File: config.mk
export PLATFORM = sky130hd
export DESIGN_NAME = aps_menu
export DESIGN_NICKNAME = d
export VERILOG_FILES = /design/src/aps_pkg.sv /design/src/aps_key_filter.sv /design/src/aps_menu.sv
export SDC_FILE = /design/constraint.sdc
export NUM_CORES = 1
export LEC_CHECK = 0
export BUFFER_PORTS_ARGS = -buffer_cell sky130_fd_sc_hd__buf_2
export CAP_MARGIN = 20
export CORE_ASPECT_RATIO = 0.5
export CORE_MARGIN = 10
export CORE_UTILIZATION = 61
export CTS_CLUSTER_DIAMETER = 150
export DETAILED_ROUTE_END_ITERATION = 12
export GPL_ROUTABILITY_DRIVEN = 0
export MAX_ROUTING_LAYER = met4
export PLACE_DENSITY = 0.8
export SYNTH_ARGS = -nofsm -noshare
export SYNTH_HDL_FRONTEND = slang
export SYNTH_SLANG_ARGS = --single-unit
File: constraint.sdc
create_clock -name clk_in -period 3.27 [get_ports clk_in]
set_input_delay 0.654 -clock clk_in [delete_from_list [all_inputs] [get_ports clk_in]]
set_output_delay 0.654 -clock clk_in [all_outputs]
set_load 0.02 [all_outputs]
File: src/aps_pkg.sv
// Shared types and constants for the actuator parameter menu block
package aps_pkg;

  // ----------------------------------------------------------------
  // Clock and timing
  // ----------------------------------------------------------------
  localparam int CLK_HZ       = 10_000_000;
  localparam int TICK_MS      = 100;
  localparam int TICK_CYC     = CLK_HZ / 1000 * TICK_MS;
  localparam int DEB_MS       = 10;
  localparam int DEB_CYC      = CLK_HZ / 1000 * DEB_MS;
  localparam int TAG_MS       = 1000;
  localparam int VER_MS       = 2000;
  localparam int BLINK_MS     = 500;
  localparam int TAG_TICKS    = TAG_MS / TICK_MS;
  localparam int VER_TICKS    = VER_MS / TICK_MS;
  localparam int BLINK_TICKS  = BLINK_MS / TICK_MS;

  // ----------------------------------------------------------------
  // Parameter set: ranges and factory values
  // ----------------------------------------------------------------
  localparam logic [2:0] CABLE_MIN   = 3'h1;
  localparam logic [2:0] CABLE_MAX   = 3'h4;
  localparam logic [2:0] CABLE_RST   = 3'h4;
  localparam logic [6:0] DELAY_MAX   = 7'h63;
  localparam logic [6:0] DELAY_RST   = 7'h00;
  localparam logic [3:0] THR_MAX     = 4'ha;

  // Menu positions, in scroll order
  localparam logic [1:0] SEL_CABLE   = 2'h0;
  localparam logic [1:0] SEL_GDD     = 2'h1;
  localparam logic [1:0] SEL_TED     = 2'h2;
  localparam logic [1:0] SEL_LINK    = 2'h3;

  // ----------------------------------------------------------------
  // Display characters (ASCII)
  // ----------------------------------------------------------------
  localparam logic [7:0] CH_0     = 8'h30;
  localparam logic [7:0] CH_A     = 8'h41;
  localparam logic [7:0] CH_C     = 8'h43;
  localparam logic [7:0] CH_D     = 8'h64;
  localparam logic [7:0] CH_F     = 8'h46;
  localparam logic [7:0] CH_I     = 8'h49;
  localparam logic [7:0] CH_N     = 8'h4e;
  localparam logic [7:0] CH_R     = 8'h52;
  localparam logic [7:0] CH_US    = 8'h5f;
  localparam logic [7:0] CH_BLANK = 8'h20;

  // Value arbitrary, stands for the firmware version as two BCD digits
  localparam logic [7:0] FW_VER_BCD = 8'h01;

  // ----------------------------------------------------------------
  // Types
  // ----------------------------------------------------------------
  typedef enum logic [1:0] {
    APS_NEUTRAL,
    APS_FORWARD,
    APS_REVERSE
  } aps_gear_t;

  typedef struct packed {
    aps_gear_t  gear;
    logic [3:0] thr;    // 0 idle, 1..10 minimum to maximum
  } aps_lever_t;

  typedef struct packed {
    logic [7:0] left;
    logic [7:0] right;
  } aps_disp_t;

  typedef struct packed {
    logic [2:0] cable_direction_setting;
    logic [6:0] gear_disengage_delay;   // tenths of a second
    logic [6:0] throttle_engage_delay;  // tenths of a second
  } aps_param_t;

endpackage

File: src/aps_key_filter.sv
// Debounce filter for one key, giving a held level and a press pulse
`timescale 1ns/1ns
module aps_key_filter #(
  parameter int DEB_CYC = 100_000
) (
  input  wire logic clk_in,
  input  wire logic nrst_in,
  input  wire logic key_in,
  output logic      held_out,
  output logic      press_out
);

  logic [$clog2(DEB_CYC+1)-1:0] cnt_reg;

  // Stable level only follows after the input has held steady
  always_ff @(posedge clk_in or negedge nrst_in) begin
    if (!nrst_in) begin
      cnt_reg  <= '0;
      held_out <= 1'b0;
    end else if (key_in == held_out) begin
      cnt_reg  <= '0;
    end else if (cnt_reg == ($bits(cnt_reg))'(DEB_CYC - 1)) begin
      cnt_reg  <= '0;
      held_out <= key_in;
    end else begin
      cnt_reg  <= cnt_reg + 1'b1;
    end
  end

  // One pulse per assertion
  always_ff @(posedge clk_in or negedge nrst_in) begin
    if (!nrst_in) begin
      press_out <= 1'b0;
    end else begin
      press_out <= (cnt_reg == ($bits(cnt_reg))'(DEB_CYC - 1)) &&
                   key_in && !held_out;
    end
  end
endmodule

File: src/aps_menu.sv
// Parameter menu, display and shift delay logic of the actuator
// ----------------------------------------------------------------
// Overview of operation
// - after reset the display shows the firmware tag, then the version, then two underscores 2 s later.
// - UP and DOWN pressed together while idle open the menu at the cable direction setting.
// - in the selection view, UP or DOWN moves the selection to the neighbouring parameter.
// - ENTER shows the selected value blinking, and UP or DOWN then change it, except in the read-only link check view.
// - a second ENTER stores the value, stops blinking at once and returns to selection.
// - the cable direction setting ranges one to four, resets to 4 and shows as two digits.
// - the gear disengage delay ranges zero to 9.9 s and resets to zero.
// - the throttle engage delay ranges zero to 9.9 s and resets to zero, shown as 00.
// - on a lever move from forward or reverse to neutral the gear holds until the disengage delay expires.
// - on a lever move from neutral into gear the throttle stays at idle (0) until the engage delay expires.
// - the link check view shows N, F, R, or 1 to A for throttle, per station.
// - in the link check view the left digit is the left station and the right digit the right one.
// ----------------------------------------------------------------
`timescale 1ns/1ns
module aps_menu
  import aps_pkg::*;
#(
  parameter int TICK_CYC = aps_pkg::TICK_CYC,
  parameter int DEB_CYC  = aps_pkg::DEB_CYC
) (
  input  wire logic       clk_in,
  input  wire logic       nrst_in,
  input  wire logic       key_up_in,
  input  wire logic       key_down_in,
  input  wire logic       key_enter_in,
  input  wire aps_lever_t lever_left_in,
  input  wire aps_lever_t lever_right_in,
  input  wire logic       active_right_in,
  output aps_disp_t       disp_out,
  output logic            disp_blink_out,
  output aps_gear_t       gear_out,
  output logic [3:0]      throttle_out,
  output aps_param_t      params_out
);

  // Tick must leave at least two quiet cycles between pulses
  if (TICK_CYC < 3 || DEB_CYC < 2) begin : g_chk
    $error("aps_menu: TICK_CYC must be at least 3, DEB_CYC at least 2");
  end

  typedef enum logic [2:0] {
    S_TAG, S_VER, S_IDLE, S_SEL, S_EDIT
  } aps_state_t;

  typedef enum logic [1:0] {
    D_STEADY, D_DISENGAGE, D_ENGAGE
  } aps_drv_t;

  // ----------------------------------------------------------------
  // Helpers
  // ----------------------------------------------------------------
  function automatic aps_disp_t dec2(input logic [6:0] v);
    aps_disp_t d;
    d.left  = CH_0 + 8'(v / 7'd10);
    d.right = CH_0 + 8'(v % 7'd10);
    return d;
  endfunction

  function automatic logic [7:0] lever_char(input aps_lever_t l);
    logic [7:0] c;
    c = CH_N;
    if (l.gear != APS_NEUTRAL) begin
      if (l.thr == 4'h0) begin
        c = (l.gear == APS_FORWARD) ? CH_F : CH_R;
      end else if (l.thr >= THR_MAX) begin
        c = CH_A;
      end else begin
        c = CH_0 + {4'h0, l.thr};
      end
    end
    return c;
  endfunction

  // ----------------------------------------------------------------
  // Keys
  // ----------------------------------------------------------------
  logic [2:0] key_raw, key_held, key_press;
  assign key_raw = {key_enter_in, key_down_in, key_up_in};

  for (genvar k = 0; k < 3; k++) begin : g_key
    aps_key_filter #(.DEB_CYC(DEB_CYC)) u_filt (
      .clk_in    (clk_in),
      .nrst_in   (nrst_in),
      .key_in    (key_raw[k]),
      .held_out  (key_held[k]),
      .press_out (key_press[k])
    );
  end

  // Joint press: either key rises while the other is already down
  logic up_ev, down_ev, enter_ev, combo_ev;
  assign combo_ev = (key_press[0] && key_held[1]) ||
                    (key_press[1] && key_held[0]);
  assign up_ev    = key_press[0] && !key_held[1];
  assign down_ev  = key_press[1] && !key_held[0];
  assign enter_ev = key_press[2];

  // ----------------------------------------------------------------
  // 100 ms tick
  // ----------------------------------------------------------------
  logic [$clog2(TICK_CYC)-1:0] tick_cnt_reg;
  logic                        tick;
  assign tick = (tick_cnt_reg == ($bits(tick_cnt_reg))'(TICK_CYC - 1));

  always_ff @(posedge clk_in or negedge nrst_in) begin
    if (!nrst_in) begin
      tick_cnt_reg <= '0;
    end else if (tick) begin
      tick_cnt_reg <= '0;
    end else begin
      tick_cnt_reg <= tick_cnt_reg + 1'b1;
    end
  end

  // ----------------------------------------------------------------
  // Menu state machine and parameter store
  // ----------------------------------------------------------------
  aps_state_t state_reg;
  logic [1:0] sel_reg;
  logic [6:0] edit_reg;
  logic [4:0] boot_cnt_reg;
  aps_param_t par_reg;

  always_ff @(posedge clk_in or negedge nrst_in) begin
    if (!nrst_in) begin
      state_reg    <= S_TAG;
      sel_reg      <= SEL_CABLE;
      edit_reg     <= '0;
      boot_cnt_reg <= '0;
    end else begin
      unique case (state_reg)
        S_TAG: if (tick) begin
          if (boot_cnt_reg == 5'(TAG_TICKS - 1)) begin
            boot_cnt_reg <= '0;
            state_reg    <= S_VER;
          end else begin
            boot_cnt_reg <= boot_cnt_reg + 1'b1;
          end
        end
        S_VER: if (tick) begin
          if (boot_cnt_reg == 5'(VER_TICKS - 1)) begin
            state_reg    <= S_IDLE;
          end else begin
            boot_cnt_reg <= boot_cnt_reg + 1'b1;
          end
        end
        S_IDLE: if (combo_ev) begin
          state_reg <= S_SEL;
          sel_reg   <= SEL_CABLE;
        end
        S_SEL: begin
          if (enter_ev) begin
            state_reg <= S_EDIT;
            unique case (sel_reg)
              SEL_CABLE: edit_reg <= {4'h0, par_reg.cable_direction_setting};
              SEL_GDD:   edit_reg <= par_reg.gear_disengage_delay;
              SEL_TED:   edit_reg <= par_reg.throttle_engage_delay;
              SEL_LINK:  edit_reg <= '0;
            endcase
          end else if (up_ev && sel_reg != SEL_CABLE) begin
            sel_reg <= sel_reg - 1'b1;
          end else if (down_ev && sel_reg != SEL_LINK) begin
            sel_reg <= sel_reg + 1'b1;
          end
        end
        S_EDIT: begin
          // Link check view is read only, so UP and DOWN do nothing there
          if (enter_ev) begin
            state_reg <= S_SEL;
          end else if (up_ev && sel_reg != SEL_LINK) begin
            if (edit_reg != ((sel_reg == SEL_CABLE) ? {4'h0, CABLE_MAX}
                                                    : DELAY_MAX)) begin
              edit_reg <= edit_reg + 1'b1;
            end
          end else if (down_ev && sel_reg != SEL_LINK) begin
            if (edit_reg != ((sel_reg == SEL_CABLE) ? {4'h0, CABLE_MIN}
                                                    : 7'h00)) begin
              edit_reg <= edit_reg - 1'b1;
            end
          end
        end
      endcase
    end
  end

  always_ff @(posedge clk_in or negedge nrst_in) begin
    if (!nrst_in) begin
      par_reg.cable_direction_setting <= CABLE_RST;
      par_reg.gear_disengage_delay    <= DELAY_RST;
      par_reg.throttle_engage_delay   <= DELAY_RST;
    end else if (state_reg == S_EDIT && enter_ev) begin
      unique case (sel_reg)
        SEL_CABLE: par_reg.cable_direction_setting <= edit_reg[2:0];
        SEL_GDD:   par_reg.gear_disengage_delay    <= edit_reg;
        SEL_TED:   par_reg.throttle_engage_delay   <= edit_reg;
        SEL_LINK:  par_reg <= par_reg;
      endcase
    end
  end

  assign params_out = par_reg;

  // ----------------------------------------------------------------
  // Display
  // ----------------------------------------------------------------
  logic      blink_on_reg;
  logic [2:0] blink_cnt_reg;
  aps_disp_t disp_next;

  // Blink restarts on every edit so the first phase is always visible
  always_ff @(posedge clk_in or negedge nrst_in) begin
    if (!nrst_in) begin
      blink_on_reg  <= 1'b1;
      blink_cnt_reg <= '0;
    end else if (state_reg != S_EDIT) begin
      blink_on_reg  <= 1'b1;
      blink_cnt_reg <= '0;
    end else if (tick) begin
      if (blink_cnt_reg == 3'(BLINK_TICKS - 1)) begin
        blink_cnt_reg <= '0;
        blink_on_reg  <= !blink_on_reg;
      end else begin
        blink_cnt_reg <= blink_cnt_reg + 1'b1;
      end
    end
  end

  always_comb begin
    disp_next = '{CH_US, CH_US};
    unique case (state_reg)
      S_TAG:  disp_next = '{CH_F, CH_I};
      S_VER:  disp_next = '{CH_0 + {4'h0, FW_VER_BCD[7:4]},
                            CH_0 + {4'h0, FW_VER_BCD[3:0]}};
      S_IDLE: disp_next = '{CH_US, CH_US};
      S_SEL: begin
        unique case (sel_reg)
          SEL_CABLE: disp_next = '{CH_A, CH_0};
          SEL_GDD:   disp_next = '{CH_D, CH_I};
          SEL_TED:   disp_next = '{CH_D, CH_A};
          SEL_LINK:  disp_next = '{CH_C, CH_C};
        endcase
      end
      S_EDIT: begin
        if (!blink_on_reg) begin
          disp_next = '{CH_BLANK, CH_BLANK};
        end else if (sel_reg == SEL_LINK) begin
          disp_next = '{lever_char(lever_left_in),
                        lever_char(lever_right_in)};
        end else begin
          disp_next = dec2(edit_reg);
        end
      end
    endcase
  end

  always_ff @(posedge clk_in or negedge nrst_in) begin
    if (!nrst_in) begin
      disp_out       <= '{CH_BLANK, CH_BLANK};
      disp_blink_out <= 1'b0;
    end else begin
      disp_out       <= disp_next;
      disp_blink_out <= (state_reg == S_EDIT);
    end
  end

  // ----------------------------------------------------------------
  // Shift delays on the active station's lever
  // ----------------------------------------------------------------
  aps_lever_t lev;
  aps_drv_t   drv_reg;
  logic [6:0] dly_reg;
  assign lev = active_right_in ? lever_right_in : lever_left_in;

  // Delay resolution is one tick: expiry may land up to 100 ms early
  always_ff @(posedge clk_in or negedge nrst_in) begin
    if (!nrst_in) begin
      drv_reg  <= D_STEADY;
      dly_reg  <= '0;
      gear_out <= APS_NEUTRAL;
    end else begin
      unique case (drv_reg)
        D_STEADY: if (lev.gear != gear_out) begin
          if (gear_out == APS_NEUTRAL) begin
            gear_out <= lev.gear;
            dly_reg  <= par_reg.throttle_engage_delay;
            drv_reg  <= D_ENGAGE;
          end else begin
            dly_reg  <= par_reg.gear_disengage_delay;
            drv_reg  <= D_DISENGAGE;
          end
        end
        D_DISENGAGE: begin
          if (lev.gear == gear_out) begin
            drv_reg  <= D_STEADY;
          end else if (dly_reg == 7'h00) begin
            gear_out <= APS_NEUTRAL;
            drv_reg  <= D_STEADY;
          end else if (tick) begin
            dly_reg  <= dly_reg - 1'b1;
          end
        end
        D_ENGAGE: begin
          if (dly_reg == 7'h00) begin
            drv_reg <= D_STEADY;
          end else if (tick) begin
            dly_reg <= dly_reg - 1'b1;
          end
        end
      endcase
    end
  end

  always_ff @(posedge clk_in or negedge nrst_in) begin
    if (!nrst_in) begin
      throttle_out <= 4'h0;
    end else if (drv_reg == D_STEADY && gear_out != APS_NEUTRAL &&
                 lev.gear == gear_out) begin
      throttle_out <= (lev.thr > THR_MAX) ? THR_MAX : lev.thr;
    end else begin
      throttle_out <= 4'h0;
    end
  end
endmodule

# After elaboration in Yosys (flattened, before gate mapping)
# Cells that the tools add are included.
# word_totals
out_inout_bits	40
wordCells	217
regBits	147
# op_classes
eq_ne	45
magnitude_cmp	3
n_addsub	15
mux	72
reduce_logical	51
n_bitwise	3
n_div	2
# op_table
op	n
$mux W7	18
$mux W17	6
$pmux W16 S5	1
$pmux W16 S4	1
$add A17 B1 Y17 const B	3
$eq A17 B17 Y1 const B	3
$mux W16	2
$mux W3	10
$mux W5	6
$pmux W7 S4	1
$ne A2 B2 Y1 const B	13
$mux W2	12
$pmux W7 S3	1
$add A20 B1 Y20 const B	1
$eq A20 B20 Y1 const B	1
$mux W20	1
$reduce_bool A2 Y1	10
$add A6 B8 Y8 const A	2
$logic_and A1 B1 Y1	16
$reduce_and A2 Y1	8
$ne A3 B3 Y1 const B	5
$pmux W3 S5	1
$add A6 B4 Y7 const A	2
$pmux W7 S2	1
other kinds (40)	66

# Depth between registers and ports, before layout
# Gate-level depths: netlist of run 1.
# depth
ltp_word	8
ltp_mapped	10

# Cells and area by module
# A second synthesis of run 1 with hierarchy kept.
# hier_totals
hier_cells	874
hier_area_um2	8197.9
# by_module_without_submodules
mod	area_per_inst_um2	cells_each	n_inst
aps_menu	5378.9	595	1
aps_key_filter	939.7	93	3

# Least setup slack after synthesis of run 1
# No wires, ideal clock.
# synth_path
path_kind	flip-flop to flip-flop
startpoint	register sel_reg[0]
endpoint	register edit_reg[6]
arrival_time_ns	2.247
n_path_buf	0
stages_incl_launch_ff	11
period_less_slack_ns	2.316
path_slack_ns	0.954
cell_sequence	dfrtp_1 ha_1 nor2_1 inv_1 fa_1 a211oi_1 o21bai_1 a21oi_1 xnor2_1 a211o_1 nand3_1
# synth_via
elab_chain_len	5
# synth_lines
element	line	source
from (decl)	aps_menu.sv:122	logic [1:0] sel_reg;
from (signal assigned)	aps_menu.sv:164	sel_reg <= sel_reg - 1'b1;
from (signal assigned)	aps_menu.sv:166	sel_reg <= sel_reg + 1'b1;
$logic_not A2 Y1 or $ne A2 B2 Y1 (tied branches)	n/a	
$mux W7, or another cell as far along	aps_menu.sv:174	if (edit_reg != ((sel_reg == SEL_CABLE) ? {4'h0, CABLE_MAX}
$ne A7 B7 Y1, or another cell as far along	aps_menu.sv:174	
$ne A3 B3 Y1 (no source line) or $mux W7 (tied branches)	n/a	
$reduce_and A6 Y1 (no source line) or $pmux W7 S2 (tied branches)	n/a	
to (signal assigned)	aps_menu.sv:160	SEL_TED: edit_reg <= par_reg.throttle_engage_delay;
to (signal assigned)	aps_menu.sv:176	edit_reg <= edit_reg + 1'b1;
to (signal assigned)	aps_menu.sv:181	edit_reg <= edit_reg - 1'b1;
to (decl)	aps_menu.sv:123	logic [6:0] edit_reg;
# Parallel ways exist; a longest one is shown, timed or not. The select of a mux whose other input is x is not followed.
# A chain may end at the register's enable or synchronous reset.

# Worst setup path in the final report of run 1
# layout_path
startpoint	register sel_reg[0]
endpoint	register edit_reg[3]
# Same word-level chain as after synthesis.

==> results of run 1 <==
-- cells by family after synthesis --
logic type / count (synthesis)
AOI/OAI and AO/OA: 208
DFF: 146
buffers and inverters: 81
muxes: 20
adders and majority gates: 24
xor gates and xnor gates: 67
and+or+nand+nor: 360
other: 2
-- critical path: cells and delay by family (launching register included) --
family / cells / cell delay [ns]
compound gates: 4 / 1.13
xor+xnor: 1 / 0.24
fa+ha+maj: 1 / 0.59
buf+inv: 1 / 0.13
flops: 1 / 0.42
-- layout by cell type, fill, tap and decap left out, drive strengths merged, types with 5 or more instances in the layout --
master / count
nor3b: 5
nand3: 48
clkinvlp: 5
dfrtp: 142
o21ai: 67
nor3: 23
a211oi: 10
nor4: 9
nand2b: 11
nor2: 115
clkbuf: 19
or3: 13
mux2: 9
and3: 17
nand2: 63
and4: 7
nor2b: 9
a21oi: 49
o22ai: 8
buf: 64
xor2: 32
a22oi: 7
o31ai: 6
mux2i: 11
xnor2: 35
ha: 23
a31oi: 12
inv: 45
o32ai: 6
or4: 6
nand4: 20
a221oi: 7
-- power by group through the flow --
stage / logic, mW / registers [mW] / clock network, mW
floorplan: 0.515 / 2.00 / 0
global placement: 0.681 / 2.01 / 0
detailed placement: 0.703 / 2.01 / 0
CTS: 0.710 / 1.98 / 1.87
global route: 0.790 / 2.00 / 1.95
finish: 0.715 / 1.99 / 1.85
-- area by class of cell --
type / instances / share of cell area
Multi-Input combinational cell: 683 / 0.4626
Sequential cell: 146 / 0.3989
Clock buffer: 19 / 0.04829
Timing Repair Buffer: 64 / 0.03915
Tap cell: 170 / 0.02319
Inverter: 38 / 0.01555
Clock inverter: 13 / 0.01228
-- final timing paths --
check	to
worst max-delay path	edit_reg[3]
worst min-delay path	boot_cnt_reg[2]
worst max register to register	edit_reg[3]
worst min register to register	g_key[2].u_filt.press_out
max in group asynchronous	blink_on_reg
min in group clk_in	g_key[2].u_filt.press_out
-- per-stage QoR --
stage	hold slack, ns	setup WS, ns	cell area (um^2)	utilization	total power, mW
after floorplan	0.3584	0.9536	8219	-	2.513
after global placement	0.4588	0.8158	8616	0.6670	2.694
after detailed placement	0.4817	0.6959	8616	0.6670	2.718
after CTS	0.2858	0.7004	9171	0.7100	4.560
after global routing	0.3130	0.4576	9171	0.7100	4.739
final	0.2427	0.6057	9171	0.7100	4.551
-- metal layers --
| layer | part of all wire | vias up |
|---|---|---|
| li1 | - | 3328 |
| met1 | 0.44 | 3359 |
| met2 | 0.46 | 313 |
| met3 | 0.087 | 44 |
| met4 | 0.020 | 0 |
| met5 | 0 | - |
==> flow_summary_export.csv, run 1 <==
group,metric,value,unit
logic_synthesis,synth_top_family_by_area,"simple AND/OR/NAND/NOR gates",
power_and_ir_drop,powerDensity,496.3,mW/mm^2
floorplanning,die_h,102.0,um
setup_path,cpPeakStageDelay,0.61,ns
logic_synthesis,synth_fa_ha_area_frac,0.03748,
place,place.port_buffers,56,
detailed_routing,drt-total-wl,20130,um
logic_synthesis,synthMuxAreaShare,0.02621,
logic_synthesis,synth_area,0.008212,mm^2
layout,seqCellArea,0.003659,mm^2
power_and_ir_drop,swShare,0.3013,
logic_synthesis,synth-main-ff-cell,"dfrtp_1",
global_routing,grt.overflow.total,0,
setup_path,r2r_start,"sel_reg[0]",
global_routing,grt_usage,0.2230,
logic_synthesis,synthCells,908,
global_routing,grt_use_met2,0.3413,
logic_synthesis,syn_avg_cell_area,9.044,um^2
power_and_ir_drop,intPower,3.180,mW
setup_path,path_class,"reg -> reg",
global_routing,grt_pass1_vias,6714,
timing,maxSlewHeadroom,0.4606,
global_routing,met3_usage,0.06870,
cts,cts_sinks,146,
setup_path,startpoint,"sel_reg[0]",
cts,clk_pin_slew,0.06,ns
setup_path,crit_path_top_delay_cell,"a21oi_1",
setup_path,crit_chain,"inv_1 > ha_1 > xor2_1 > o41ai_1 > a21oi_1 > o21a_1 > o22ai_1",
timing,period_minus_slack,2.664,ns
timing,min_period_over_period,0.8148,
logic_synthesis,yosysSeqAreaShare,0.4455,
setup_path,rr_worst_depth,7,
logic_synthesis,yosysWarningCount,0,
logic_synthesis,synth_area_leaders,"dfrtp_1, nor2_1, o21ai_0",
detailed_routing,dr.pass1.iters,5,
power_and_ir_drop,ir_worst_vdd,0.3368,mV
cts,root_buffer,"clkbuf_16",
global_routing,grt_busiest_layer,"met2",
place,dp.cells,1101,
layout,final_cells,1133,
timing,final-max-slew-violation-count,0,
logic_synthesis,ys_types,73,
global_routing,grt.met1_usage,0.2813,
logic_synthesis,yosysMostFrequentCell,"dfrtp_1",
timing,tightestPinTransition,0.8061,ns
setup_path,required,3.54,ns
layout,layout-drive-gt1-share,0.1277,
floorplanning,rows,29,
logic_synthesis,synth-seq-cells,146,
floorplanning,dieArea,0.01878,mm^2
logic_synthesis,synth_xor_area_frac,0.07146,
cts,post_cts_buffers,0,
timing,setup_viol_count_final,0,
timing,rsz0062_at_grt,"no",
cts,cts_tree,"done",
floorplanning,io_pins,58,
flow_run,max-cap-violations,0,
layout,area_delta_synth_final,11.69,%
cts,h-tree-depth,4,
setup_path,r2r_slack,0.61,ns
cts,cts_buffers,17,
layout,multi_input_area,0.004243,mm^2
detailed_routing,viasPerCell,6.217,
power_and_ir_drop,combPwrFrac,0.157,
layout,diodes,0,
detailed_routing,vias,7044,
logic_synthesis,synth_top_area_frac,0.4327,
global_routing,grt_max_degree,75,
setup_path,critical_path_arrival,2.93,ns
setup_path,crit_path_start_kind,"register",
timing,skew,0.01327,ns
timing,fmaxAchievable,0.3753,GHz
floorplanning,die_x,184.1,um
detailed_routing,ant_nets,0,
power_and_ir_drop,leakage,3.997,nW
global_routing,grt_pass1_wl,33220,um
detailed_routing,wl_per_cell,17.77,um
logic_synthesis,synth_area_leader_cell,"dfrtp_1",
timing,finalHoldViolations,0,
detailed_routing,drt_iter0_drc,751,
setup_path,path_max_fanout,17,
logic_synthesis,synth_simple_gate_area_frac,0.2215,
setup_path,cp-end-kind,"register",
layout,nets,992,
cts,postCtsResizedCells,0,
cts,clock_latency,0.43,ns
logic_synthesis,synth_compound_area_frac,0.1582,
power_and_ir_drop,clkPwrFrac,0.406,
layout,largest_reg_flops,51,
power_and_ir_drop,seq_power_share,0.437,
floorplanning,start_util,0.6357,
floorplanning,core,0.01292,mm^2
global_routing,antenna_found_initial,0,
place,dp_hpwl,14010,um
timing,fin_tns_setup,0,ns
cts,holdBufCountCts,0,
run_status,status,"complete, no violations",
logic_synthesis,synth-edff-count,0,
power_and_ir_drop,power.switching,1.371,mW
layout,fill_cells,961,
cts,cts_buffer_depth,2,
logic_synthesis,ys_async_sr_fraction,1.000,
detailed_routing,drc_errors,0,
logic_synthesis,synthTopCellsByCount,"dfrtp_1, nor2_1, o21ai_0",
worst_hold_path,hold_class,"in -> async",
No activity file was read; power rests on OpenSTA's default activity.
==> inputs of run 2 (changes only) <==
- CORE_UTILIZATION: 61 -> 55
- PLACE_DENSITY: 0.8 -> 0.77
- clock period: 3.27 -> 2.45 ns (I/O delays scaled with it)
==> run 2 against run 1 <==
Global-route usage down 1.1 points. Sequential power rose by 33%. Cell area increased by 4.7%. Wire length increased by 2.3%. Sequential share of layout area shrank 1.8 points. Worst setup slack worse by 0.54 ns. Sequential cell count is the same. Utilization decreased by 5.0 points.
==> flow_summary_export.csv, run 2 (same netlist as run 1, synthesis figures left out) <==
group,metric,value,unit
layout,fill_cells,1152,
global_routing,antenna_found_initial,1,
global_routing,grt.overflow.total,0,
floorplanning,die_h,106.4,um
global_routing,grt_pass1_vias,6939,
floorplanning,dieArea,0.02051,mm^2
cts,h-tree-depth,4,
power_and_ir_drop,powerDensity,673.5,mW/mm^2
power_and_ir_drop,power.switching,1.879,mW
layout,final_common_cell,"dfrtp_1",
flow_run,max-cap-violations,0,
timing,fin_tns_setup,0,ns
timing,period_minus_slack,2.380,ns
run_status,status,"complete, no violations",
cts,cts_sinks,146,
power_and_ir_drop,combPwrFrac,0.156,
timing,finalHoldWorstSlack,0.04507,ns
detailed_routing,wl_per_cell,17.23,um
detailed_routing,viasPerCell,5.931,
floorplanning,die_x,192.8,um
floorplanning,core,0.01455,mm^2
power_and_ir_drop,intPower,4.591,mW
layout,nets,1026,
global_routing,grt_usage,0.2119,
timing,rsz0062_at_grt,"no",
timing,skew,0.009543,ns
timing,finalHoldViolations,0,
layout,largest_reg_flops,51,
layout,layout_common_cells,"dfrtp_1, nor2_1, o21ai_0",
cts,cts_buffer_depth,2,
floorplanning,io_pins,58,
detailed_routing,topRoutingLayerUsed,"met4",
detailed_routing,vias,7093,
setup_path,required,2.76,ns
setup_path,path_class,"reg -> reg",
power_and_ir_drop,clkPwrFrac,0.434,
detailed_routing,drt_iter0_drc,744,
power_and_ir_drop,ir_worst_vdd,0.4784,mV
timing,tightestPinTransition,0.6171,ns
cts,root_buffer,"clkbuf_16",
cts,clk_pin_slew,0.07,ns
place,dp_hpwl,14530,um
timing,maxSlewHeadroom,0.5886,
setup_path,crit_path_start_kind,"register",
detailed_routing,dr.pass1.iters,5,
worst_hold_path,hold_class,"in -> async",
place,place.port_buffers,56,
place,pre_cts_slack,0.06196,ns
detailed_routing,ant_nets,0,
setup_path,path_max_fanout,7,
detailed_routing,drc_errors,0,
global_routing,grt_max_degree,61,
detailed_routing,drt-total-wl,20600,um
detailed_routing,wl_met2,9589,um
layout,fin_util,0.6605,
cts,clock_latency,0.43,ns
timing,setup_viol_count_final,0,
floorplanning,rows,31,
detailed_routing,met3_length,1519,um
timing,fmaxAchievable,0.4202,GHz
floorplanning,start_util,0.5646,
layout,area_delta_synth_final,16.99,%
power_and_ir_drop,swShare,0.2904,
layout,layout-drive-gt1-share,0.1685,
setup_path,critical_path_arrival,2.69,ns
setup_path,cp-end-kind,"register",
global_routing,grt_pass1_wl,34720,um
timing,final-max-slew-violation-count,0,
timing,setup_ws,0.07039,ns
power_and_ir_drop,power.total,6.470,mW
detailed_routing,met1_length,9201,um
cts,cts_buffers,17,
power_and_ir_drop,leakage,4.228,nW
timing,min_period_over_period,0.9713,
cts,cts_tree,"done",
power_and_ir_drop,seq_power_share,0.410,
## run 2: worst paths after layout
check | to | slack [ns] | startpoint | depth (start not counted)
worst max-delay path | boot_cnt_reg[3] | 0.07 | tick_cnt_reg[10] | 6
worst min-delay path | g_key[1].u_filt.cnt_reg[12] | 0.05 | nrst_in | 1
worst max register to register | boot_cnt_reg[3] | 0.07 | tick_cnt_reg[10] | 6
worst min register to register | params_out[16] | 0.50 | params_out[16] | 2
max in group asynchronous | disp_out[5] | 1.69 | nrst_in | 2
min in group clk_in | g_key[2].u_filt.held_out | 0.33 | key_enter_in | 2
## run 2: timing repair
| action | in CTS | in global routing |
|---|---|---|
| setup buffers | 0 | 2 |
| gates resized for setup | 0 | 12 |
| hold buffers | 0 | 0 |
| endpoints found under the setup margin | 0 | 10 |
## run 2: through the flow
stage | cells | area [um^2]
floorplan | 910 | 8219
global placement | 1161 | 8904
detailed placement | 1161 | 8904
CTS | 1193 | 9542
global route | 1196 | 9607
finish | 1196 | 9607
## run 2: final cells by class
type | instances | area [um^2] | share of cell area
antenna | 1 | 2.502 | 0.0002605
clock buffer | 17 | 425.4 | 0.04428
clock inverter | 15 | 212.7 | 0.02214
inverter | 38 | 142.6 | 0.01485
multi-input combinational | 683 | 4289 | 0.4465
sequential | 146 | 3660 | 0.3810
tap | 198 | 247.7 | 0.02579
timing repair buffer | 98 | 626.9 | 0.06525
## run 2: power groups by stage
| stage | clock (mW) | combinational (mW) | sequential (mW) |
|---|---|---|---|
| 2_1_floorplan | 0 | 0.688 | 2.67 |
| 3_3_place_gp | 0 | 0.951 | 2.68 |
| 3_5_place_dp | 0 | 0.991 | 2.68 |
| 4_1_cts | 2.85 | 0.996 | 2.65 |
| 5_1_grt | 2.96 | 1.12 | 2.67 |
| 6_report | 2.81 | 1.01 | 2.65 |
## run 2: critical path, cell delays in order (launching register included)
cell,delay (ns)
dfrtp_2,0.44
nor4b_4,0.29
nand4b_2,0.14
or4_4,0.63
or4_4,0.54
o21ai_1,0.14
o31ai_1,0.08
## run 2: metal layers
metal  global-route usage  vias up
met4              0.05886        0
met3              0.05708       33
met5                    -        -
li1                     -     3396
met2               0.3247      235
met1               0.2715     3429
